===== config.mk =====
export PLATFORM = sky130hd
export DESIGN_NAME = cmpev_top
export DESIGN_NICKNAME = d
export VERILOG_FILES = /design/src/cmpev_sync.v /design/src/cmpev_top.v
export VERILOG_INCLUDE_DIRS = /design/src /design/src/shared
export SDC_FILE = /design/constraint.sdc
export NUM_CORES = 1
export LEC_CHECK = 0
export ABC_AREA = 0
export BUFFER_PORTS_ARGS = -buffer_cell sky130_fd_sc_hd__clkbuf_2
export CORE_MARGIN = 2
export CORE_UTILIZATION = 44
export DETAILED_ROUTE_END_ITERATION = 8
export PLACE_DENSITY = 0.86
export SKIP_LAST_GASP = 1
export SYNTH_ARGS = -nofsm -noshare
export SYNTH_HDL_FRONTEND = slang
export SYNTH_HIERARCHICAL = 1
export SYNTH_SLANG_ARGS = --single-unit

===== constraint.sdc =====
create_clock -name SYS_CLK -period 1.8 [get_ports SYS_CLK]
set_input_delay 0.54 -clock SYS_CLK [delete_from_list [all_inputs] [get_ports SYS_CLK]]
set_output_delay 0.54 -clock SYS_CLK [all_outputs]
set_load 0.01 [all_outputs]

===== src/shared/cmpev_consts.vh =====
`ifndef CMPEV_CONSTS_VH
`define CMPEV_CONSTS_VH

// register map, byte addresses on the AXI4-Lite slave
`define CMPEV_ADDR_W 4
`define CMPEV_OFF_CTRL 4'h0
`define CMPEV_OFF_SYSOPT 4'h4

// status/control field positions
`define CMPEV_BIT_ENABLE 7
`define CMPEV_BIT_REFSEL 6
`define CMPEV_BIT_FLAG 5
`define CMPEV_BIT_IE 4
`define CMPEV_BIT_RESULT 3
`define CMPEV_BIT_PINEN 2
`define CMPEV_MODE_HI 1
`define CMPEV_MODE_LO 0

// event mode encodings
`define CMPEV_MODE_FALL0 2'h0
`define CMPEV_MODE_RISE 2'h1
`define CMPEV_MODE_FALL2 2'h2
`define CMPEV_MODE_BOTH 2'h3

// system option register fields
`define CMPEV_BIT_CAPROUTE 0

`define CMPEV_CTRL_RESET 8'h00
`define CMPEV_SYSOPT_RESET 1'h0

`define CMPEV_RESP_OKAY 2'h0
`define CMPEV_RESP_SLVERR 2'h2

`endif


===== src/cmpev_sync.v =====
`timescale 1ns/100ps
`default_nettype none

// two-flop synchroniser followed by a delay stage for edge detection
module cmpev_sync (
	input wire clk,
	input wire rst,
	input wire async_in,
	output reg sync_out,
	output reg sync_prev
);
	reg meta;

	always @(posedge clk) begin
		if (rst) begin
			meta <= 1'b0;
			sync_out <= 1'b0;
			sync_prev <= 1'b0;
		end else begin
			meta <= async_in;
			sync_out <= meta;
			sync_prev <= sync_out;
		end
	end
endmodule

`default_nettype wire


===== src/cmpev_top.v =====
`timescale 1ns/100ps
`default_nettype none
`include "cmpev_consts.vh"

// What this block does
// - bit 7 switches the comparator on/off
// - bit 6 picks pin or internal reference
// - hardware sets flag on selected event
// - writing one clears flag, zero ignored
// - interrupt when flag and enable set
// - bit 3 live result, zero when off
// - bit 2 puts result on output pin
// - mode 00/10 fall, 01 rise, 11 both
// - result high when plus input exceeds minus
// - capture routing feeds timer channel zero
// - keeps running and interrupting in wait
// - keeps working and waking in stop3
// - reset out of stop gives reset state
// - stop2 powers off, wakes in reset state
// - runs normally during background debug
// - two software registers: 8-bit control, 1-bit system option
module cmpev_top (
	input wire SYS_CLK,
	input wire RESET,
	input wire STOP2_POWERDOWN,
	input wire CMP_RESULT_RAW,
	output wire CMP_POWER_ON,
	output wire REFERENCE_SELECT,
	output reg COMPARATOR_RESULT_PIN,
	output reg COMPARATOR_RESULT_PIN_OE,
	output reg TIMER_CAPTURE_IN,
	output reg TIMER_CHANNEL_ZERO_PIN_BLOCK,
	output wire IRQ,
	input wire [3:0] S_AXI_AWADDR,
	input wire S_AXI_AWVALID,
	output wire S_AXI_AWREADY,
	input wire [31:0] S_AXI_WDATA,
	input wire [3:0] S_AXI_WSTRB,
	input wire S_AXI_WVALID,
	output wire S_AXI_WREADY,
	output reg [1:0] S_AXI_BRESP,
	output reg S_AXI_BVALID,
	input wire S_AXI_BREADY,
	input wire [3:0] S_AXI_ARADDR,
	input wire S_AXI_ARVALID,
	output wire S_AXI_ARREADY,
	output reg [31:0] S_AXI_RDATA,
	output reg [1:0] S_AXI_RRESP,
	output reg S_AXI_RVALID,
	input wire S_AXI_RREADY
);
	// control and system option register fields
	reg module_enable;
	reg ref_select;
	reg event_flag;
	reg int_enable;
	reg pin_enable;
	reg [1:0] event_mode;
	reg capture_route;

	// stop2 power-down acts as a reset of the whole block
	wire blk_rst = RESET | STOP2_POWERDOWN;

	wire res_now;
	wire res_prev;

	// comparator result: high when plus input above minus (analog side)
	cmpev_sync u_sync (
		.clk(SYS_CLK),
		.rst(blk_rst),
		.async_in(CMP_RESULT_RAW),
		.sync_out(res_now),
		.sync_prev(res_prev)
	);

	// result forced low while disabled
	wire result_bit = module_enable & res_now;
	wire prev_bit = module_enable & res_prev;

	function edge_hit;
		input [1:0] mode;
		input cur;
		input prv;
		begin
			case (mode)
				`CMPEV_MODE_RISE: edge_hit = cur & ~prv;
				`CMPEV_MODE_BOTH: edge_hit = cur ^ prv;
				default: edge_hit = ~cur & prv;
			endcase
		end
	endfunction

	// gated by enable only: no wait/stop3/debug input stalls detection
	wire event_hit = module_enable &
		edge_hit(event_mode, result_bit, prev_bit);

	assign CMP_POWER_ON = module_enable;
	assign REFERENCE_SELECT = ref_select;
	assign IRQ = event_flag & int_enable;

	always @(posedge SYS_CLK) begin
		if (blk_rst) begin
			COMPARATOR_RESULT_PIN <= 1'b0;
			COMPARATOR_RESULT_PIN_OE <= 1'b0;
			TIMER_CAPTURE_IN <= 1'b0;
			TIMER_CHANNEL_ZERO_PIN_BLOCK <= 1'b0;
		end else begin
			COMPARATOR_RESULT_PIN <= pin_enable & result_bit;
			COMPARATOR_RESULT_PIN_OE <= pin_enable;
			TIMER_CAPTURE_IN <= capture_route & result_bit;
			TIMER_CHANNEL_ZERO_PIN_BLOCK <= capture_route;
		end
	end

	// AXI4-Lite write side: address and data taken in either order
	reg aw_held;
	reg w_held;
	reg [3:0] aw_addr;
	reg [7:0] w_byte;
	reg w_lane0;

	assign S_AXI_AWREADY = ~aw_held & ~S_AXI_BVALID;
	assign S_AXI_WREADY = ~w_held & ~S_AXI_BVALID;

	wire aw_fire = S_AXI_AWVALID & S_AXI_AWREADY;
	wire w_fire = S_AXI_WVALID & S_AXI_WREADY;
	wire have_aw = aw_held | aw_fire;
	wire have_w = w_held | w_fire;
	wire [3:0] wr_addr = aw_held ? aw_addr : S_AXI_AWADDR;
	wire [7:0] wr_byte = w_held ? w_byte : S_AXI_WDATA[7:0];
	wire wr_lane0 = w_held ? w_lane0 : S_AXI_WSTRB[0];
	wire do_write = have_aw & have_w & ~S_AXI_BVALID;
	wire wr_ctrl = do_write & wr_lane0 & (wr_addr == `CMPEV_OFF_CTRL);
	wire wr_sys = do_write & wr_lane0 & (wr_addr == `CMPEV_OFF_SYSOPT);
	wire wr_known = (wr_addr == `CMPEV_OFF_CTRL) |
		(wr_addr == `CMPEV_OFF_SYSOPT);
	wire flag_clear = wr_ctrl & wr_byte[`CMPEV_BIT_FLAG];

	always @(posedge SYS_CLK) begin
		if (blk_rst) begin
			aw_held <= 1'b0;
			w_held <= 1'b0;
			aw_addr <= 4'h0;
			w_byte <= 8'h00;
			w_lane0 <= 1'b0;
			S_AXI_BVALID <= 1'b0;
			S_AXI_BRESP <= `CMPEV_RESP_OKAY;
		end else begin
			if (do_write) begin
				aw_held <= 1'b0;
				w_held <= 1'b0;
				S_AXI_BVALID <= 1'b1;
				S_AXI_BRESP <= wr_known ? `CMPEV_RESP_OKAY :
					`CMPEV_RESP_SLVERR;
			end else begin
				if (aw_fire) begin
					aw_held <= 1'b1;
					aw_addr <= S_AXI_AWADDR;
				end
				if (w_fire) begin
					w_held <= 1'b1;
					w_byte <= S_AXI_WDATA[7:0];
					w_lane0 <= S_AXI_WSTRB[0];
				end
				if (S_AXI_BVALID & S_AXI_BREADY)
					S_AXI_BVALID <= 1'b0;
			end
		end
	end

	// register fields; a new event beats a same-cycle clear
	always @(posedge SYS_CLK) begin
		if (blk_rst) begin
			module_enable <= 1'b0;
			ref_select <= 1'b0;
			int_enable <= 1'b0;
			pin_enable <= 1'b0;
			event_mode <= 2'h0;
			event_flag <= 1'b0;
			capture_route <= `CMPEV_SYSOPT_RESET;
		end else begin
			if (wr_ctrl) begin
				module_enable <= wr_byte[`CMPEV_BIT_ENABLE];
				ref_select <= wr_byte[`CMPEV_BIT_REFSEL];
				int_enable <= wr_byte[`CMPEV_BIT_IE];
				pin_enable <= wr_byte[`CMPEV_BIT_PINEN];
				event_mode <=
					wr_byte[`CMPEV_MODE_HI:`CMPEV_MODE_LO];
			end
			if (wr_sys)
				capture_route <= wr_byte[`CMPEV_BIT_CAPROUTE];
			if (event_hit)
				event_flag <= 1'b1;
			else if (flag_clear)
				event_flag <= 1'b0;
		end
	end

	// read side: one read at a time, data registered
	wire [7:0] ctrl_view = {module_enable, ref_select, event_flag,
		int_enable, result_bit, pin_enable, event_mode};

	assign S_AXI_ARREADY = ~S_AXI_RVALID;

	always @(posedge SYS_CLK) begin
		if (blk_rst) begin
			S_AXI_RVALID <= 1'b0;
			S_AXI_RDATA <= 32'h00000000;
			S_AXI_RRESP <= `CMPEV_RESP_OKAY;
		end else if (S_AXI_ARVALID & S_AXI_ARREADY) begin
			S_AXI_RVALID <= 1'b1;
			case (S_AXI_ARADDR)
				`CMPEV_OFF_CTRL: begin
					S_AXI_RDATA <= {24'h000000, ctrl_view};
					S_AXI_RRESP <= `CMPEV_RESP_OKAY;
				end
				`CMPEV_OFF_SYSOPT: begin
					S_AXI_RDATA <= {31'h00000000, capture_route};
					S_AXI_RRESP <= `CMPEV_RESP_OKAY;
				end
				default: begin
					S_AXI_RDATA <= 32'h00000000;
					S_AXI_RRESP <= `CMPEV_RESP_SLVERR;
				end
			endcase
		end else if (S_AXI_RVALID & S_AXI_RREADY) begin
			S_AXI_RVALID <= 1'b0;
		end
	end
endmodule

`default_nettype wire


After elaboration in Yosys (flattened, before gate mapping)
Index checks and enable logic that the tools add are counted.
Cells by class
  mux-type cells: 13
  reduce and logical (&&, ||, !) cells: 9
  equality and inequality tests: 4
  bitwise operators: 33
Operator list (count)
  $and 1x1->1: 21
  $pmux 8 s2: 1
  $eq 4x3->1 const B: 2
  $logic_not 4->1: 2
  $mux 8: 1
  $mux 1: 7
  $not 1->1: 7
  $reduce_bool 2->1: 3
  $mux 2: 2
  $mux 4: 1
  $or 1x1->1: 4
  $reduce_and 2->1: 2
  $reduce_or 2->1: 2
  $eq 2x1->1 const B: 1
  $eq 2x2->1 const B: 1
  $pmux 1 s2: 1
  $xor 1x1->1: 1
Storage, ports and cells
  input bits: 53
  register bits after elaboration: 68
  output and inout port bits: 48
  word-level logic and storage cells: 83

Logic depth before layout (Yosys ltp)
  depth in word-level cells: 11
  mapped depth: 7
  mapped depth without buffers: 7

Modules after synthesis
Netlist, hierarchy kept.
Modules (own cells, without submodules)
  cmpev_top: times used 1, cells each 191, area each 1824.2 um2, sequential area each 760.7 um2
  cmpev_sync: times used 1, cells each 6, area each 78.8 um2, sequential area each 60.1 um2

Worst setup path after synthesis
No wires, ideal clock.
  path kind: in2reg
  from: in S_AXI_AWADDR[0]
  to: reg event_flag
  setup time: 0.132 ns
  slack: 0.293 ns
  buffers on the path: 0
  required time: 1.668 ns
  stages: 4
  arrival time: 1.374 ns
  cells stage by stage: nor4_4 o2111ai_2 o31ai_1 a21oi_1
On the way
  word-level cells in the longest chain between the ends: 5
Ends and longest elaborated chain
  start: declaration: line cmpev_top.v:34  | input wire [3:0] S_AXI_AWADDR,
  $mux 4: line cmpev_top.v:129  | wire [3:0] wr_addr = aw_held ? aw_addr : S_AXI_AWADDR;
  $logic_not 4->1 (no line)
  $and 1x1->1: line cmpev_top.v:133  | wire wr_ctrl = do_write & wr_lane0 & (wr_addr == `CMPEV_OFF_CTRL);
  $and 1x1->1: line cmpev_top.v:137  | wire flag_clear = wr_ctrl & wr_byte[`CMPEV_BIT_FLAG];
  $reduce_bool 2->1 (no line)
  end signal: assignment: line cmpev_top.v:179  | event_flag <= 1'b0;
  end signal: assignment: line cmpev_top.v:193  | event_flag <= 1'b1;
  end signal: assignment: line cmpev_top.v:195  | event_flag <= 1'b0;
  end: declaration: line cmpev_top.v:55  | reg event_flag;
Every way passes these cells.
A chain may end at the register's enable or synchronous reset.

Worst setup path in the final report
  from: reg aw_held
  to: out S_AXI_AWREADY
On the way
  word-level cells in the longest chain between the ends: 2
Ends and longest elaborated chain
  start: declaration: line cmpev_top.v:116  | reg aw_held;
  start signal: assignment: line cmpev_top.v:141  | aw_held <= 1'b0;
  start signal: assignment: line cmpev_top.v:150  | aw_held <= 1'b0;
  start signal: assignment: line cmpev_top.v:157  | aw_held <= 1'b1;
  $not 1->1: line cmpev_top.v:122  | assign S_AXI_AWREADY = ~aw_held & ~S_AXI_BVALID;
  $and 1x1->1: line cmpev_top.v:122
  end: declaration: line cmpev_top.v:36  | output wire S_AXI_AWREADY,
Every way passes these cells.

==> impl_metrics.csv <==
group,metric,value,unit
final_layout,final_nets,301,
timing,rsz0062_at_grt,"no",
final_layout,final_util,54.3,%
timing,finalCritPeriodShare,90.0,%
setup_path,arrival,1.08,ns
synth,synth_top_area_share,43.1,%
synth,synth_edf_count,0,
synth,ys_ff_latch,41,
placed_design,port_buffers,46,
synth,syn-mean-instance-area,9.66,um^2
routing,initialDrtViolationCount,40,
clock_tree,htreeDepth,2,
power_and_ir_drop,ir_worst_vdd,0.000446,V
final_layout,final_area,0.00222,mm^2
synth,post_synth_and_or_nand_nor_area_fraction,16.1,%
synth,ys.flop_type,"dfxtp_1",
setup_path,cp_num_buf_inv,1,
synth,synth_cell_types,32,
power_and_ir_drop,p_per_area,897,mW/mm^2
setup_path,startpoint,"aw_held$_SDFFE_PP0P_",
routing,vias,1393,
grt,antenna_found_initial,0,
grt,grt_overflow,0,
synth,synth-adder-area-share,1.31,%
timing,fin_setup_tns,0,ns
timing,slew_viol_final,0,
routing,drc,0,
setup_path,startpoint_type,"register",
synth,ys_seq_area_share,43.1,%
routing,first_pass_iters,4,
floorplanning,die_h,69.8,um
setup_path,crit_slowest_cell,"dfxtp_1",
setup_path,cp_cell_sequence,"nor2_1 > clkbuf_2",
clock_tree,clk_pin_slew_worst_paths,0.08,ns
flow_run,max_cap_viol_count,0,
grt,grt_max_degree,35,
routing,final_antenna_net_count,0,
floorplanning,initial_utilization,46.6,%
synth,synthMuxAreaShare,15.1,%
floorplanning,die-area,0.00487,mm^2
placed_design,pre_cts_ws,0.0525,ns
clock_tree,clkLatencyLatePin,0.29,ns
timing,finalSetupViolCount,0,
synth,synth_most_common_cell,"dfxtp_1",
synth,async_flop_share,0,%
clock_tree,cts_resized,0,
outcome,outcome,"complete, no violations",
synth,synth_top_area_cell,"dfxtp_1",
placed_design,gp_congestion,0.749,
routing,routed_wl,3.55,mm
timing,setup_ws,0.180,ns
floorplanning,core_region_area,0.00409,mm^2
setup_path,r2r-start,"aw_held$_SDFFE_PP0P_",
synth,synthCells,197,
setup_path,crit_fanout,7,
setup_path,cp_top_family,"flip-flops",
timing,slew_headroom,64.8,%
synth,synth_top_family_by_area,"simple AND/OR/NAND/NOR gates",
timing,max_freq,617,MHz
clock_tree,cts_hold_buffers,0,
grt,grt_pass1_vias,1342,
setup_path,endpoint_kind,"primary output",
floorplanning,io_pins,101,
min_path,hold_start,"u_sync/meta$_SDFF_PP0_",
setup_path,cpPeakStageDelay,0.57,ns
power_and_ir_drop,leakagePower,1.05,nW
routing,wl_per_cell,12.0,um
synth,synthXorXnorAreaFrac,0,%
clock_tree,cts_buffers,5,
synth,synth_compound_area_share,10.1,%
floorplanning,die_w,69.8,um
grt,grt_usage,15.4,%
final_layout,drive_gt1_share,27.5,%
clock_tree,cts_tree,"built",
clock_tree,clkSinkCount,41,
clock_tree,clk_path_buf_depth,2,
timing,hold_viol,0,
final_layout,syn2layout_area_growth,16.6,%
placed_design,placed_area,0.00208,mm^2
setup_path,required,1.26,ns
setup_path,path_class,"reg2out",
floorplanning,rows,23,
final_layout,diodes,0,
synth,yosys-top-cells-area,"dfxtp_1 43%, mux2i_1 12%, buf_4 11%",
min_path,hold_path_class,"reg2reg",
placed_design,place_hpwl,2.72,mm
routing,viasPerCell,4.69,
synth,syn-cell-area,0.00190,mm^2
timing,finClkSkew,0.00672,ns
synth,ys_warn_count,6,
synth,synth_top_cells_by_count,"41 x dfxtp_1, 30 x nor2_1, 27 x buf_4",
timing,min_period,1.62,ns
grt,grt_pass1_wl,5.92,mm
timing,tightest_slew,0.526,ns
clock_tree,post_cts_buffers,0,
clock_tree,root_buffer,"clkbuf_8",
-- final timing paths --
check	depth (start not counted)	slack [ns]	endpoint
min reg2reg	1	0.44	u_sync/sync_out$_SDFF_PP0_
min	1	0.44	u_sync/sync_out$_SDFF_PP0_
max	2	0.18	S_AXI_AWREADY
max reg2reg	4	0.19	pin_enable$_SDFFE_PP0P_
-- placed cells by master, fill, tap and decap left out, drive strengths merged, types with 4 or more instances in the layout --
master	n
a211oi	4
dfxtp	41
nand2	8
clkbuf	51
nor3	5
conb	26
inv	9
nor2b	4
nor2	31
a21oi	10
a22oi	7
buf	4
mux2i	24
-- metrics by stage --
| step | cells | total power [W] | hold WS, ns |
|---|---|---|---|
| CTS | 297 | 0.00200 | 0.444 |
| global route | 297 | 0.00207 | 0.451 |
| global placement | 289 | 0.00114 | 0.421 |
| finish | 297 | 0.00199 | 0.442 |
| detailed placement | 289 | 0.00115 | 0.426 |
| floorplan | 222 | 0.00113 | 0.414 |
-- worst reg2reg max path: stages (launching register included) --
cell and delay [ns]:
dfxtp_1 0.57, nor4b_4 0.35, o2111ai_2 0.21, nor2_4 0.22, mux2i_1 0.20
-- layer usage --
| layer | vias to the layer above | track usage (%) | routed length [um] |
|---|---|---|---|
| met5 | - | 0 | 0 |
| met4 | 0 | 9.83 | 76 |
| met3 | 5 | 4.22 | 215 |
| met2 | 47 | 24.9 | 1670 |
| met1 | 630 | 17.9 | 1600 |
| li1 | 711 | - | - |
-- registers in the layout, summed over array words and instances, names as in the netlist, 2 cells and up --
signal,cells
event_mode,2
S_AXI_RDATA,8
w_byte,7
aw_addr,4
-- cell families after synthesis --
kind of cell	after synthesis
AOI/OAI and AO/OA	27
adders and majority gates	2
buffers and inverters	42
DFF	41
muxes	27
other	1
and+or+nand+nor	57
-- report_power, final --
| part | leakage, nW | internal, W | switching (W) |
|---|---|---|---|
| Combinational | 0.646 | 0.0000782 | 0.000114 |
| Sequential | 0.332 | 0.000920 | 0.0000129 |
| Clock | 0.0681 | 0.000551 | 0.000313 |
-- layout make-up --
class	instances	area, um^2
fill	364	1870
multi-input combinational	139	907
sequential	41	821
timing repair buffer	50	260
clock buffer	5	68.8
clock inverter	3	65.1
tap	50	62.6
inverter	9	33.8
(Power assumes the default switching activity.)
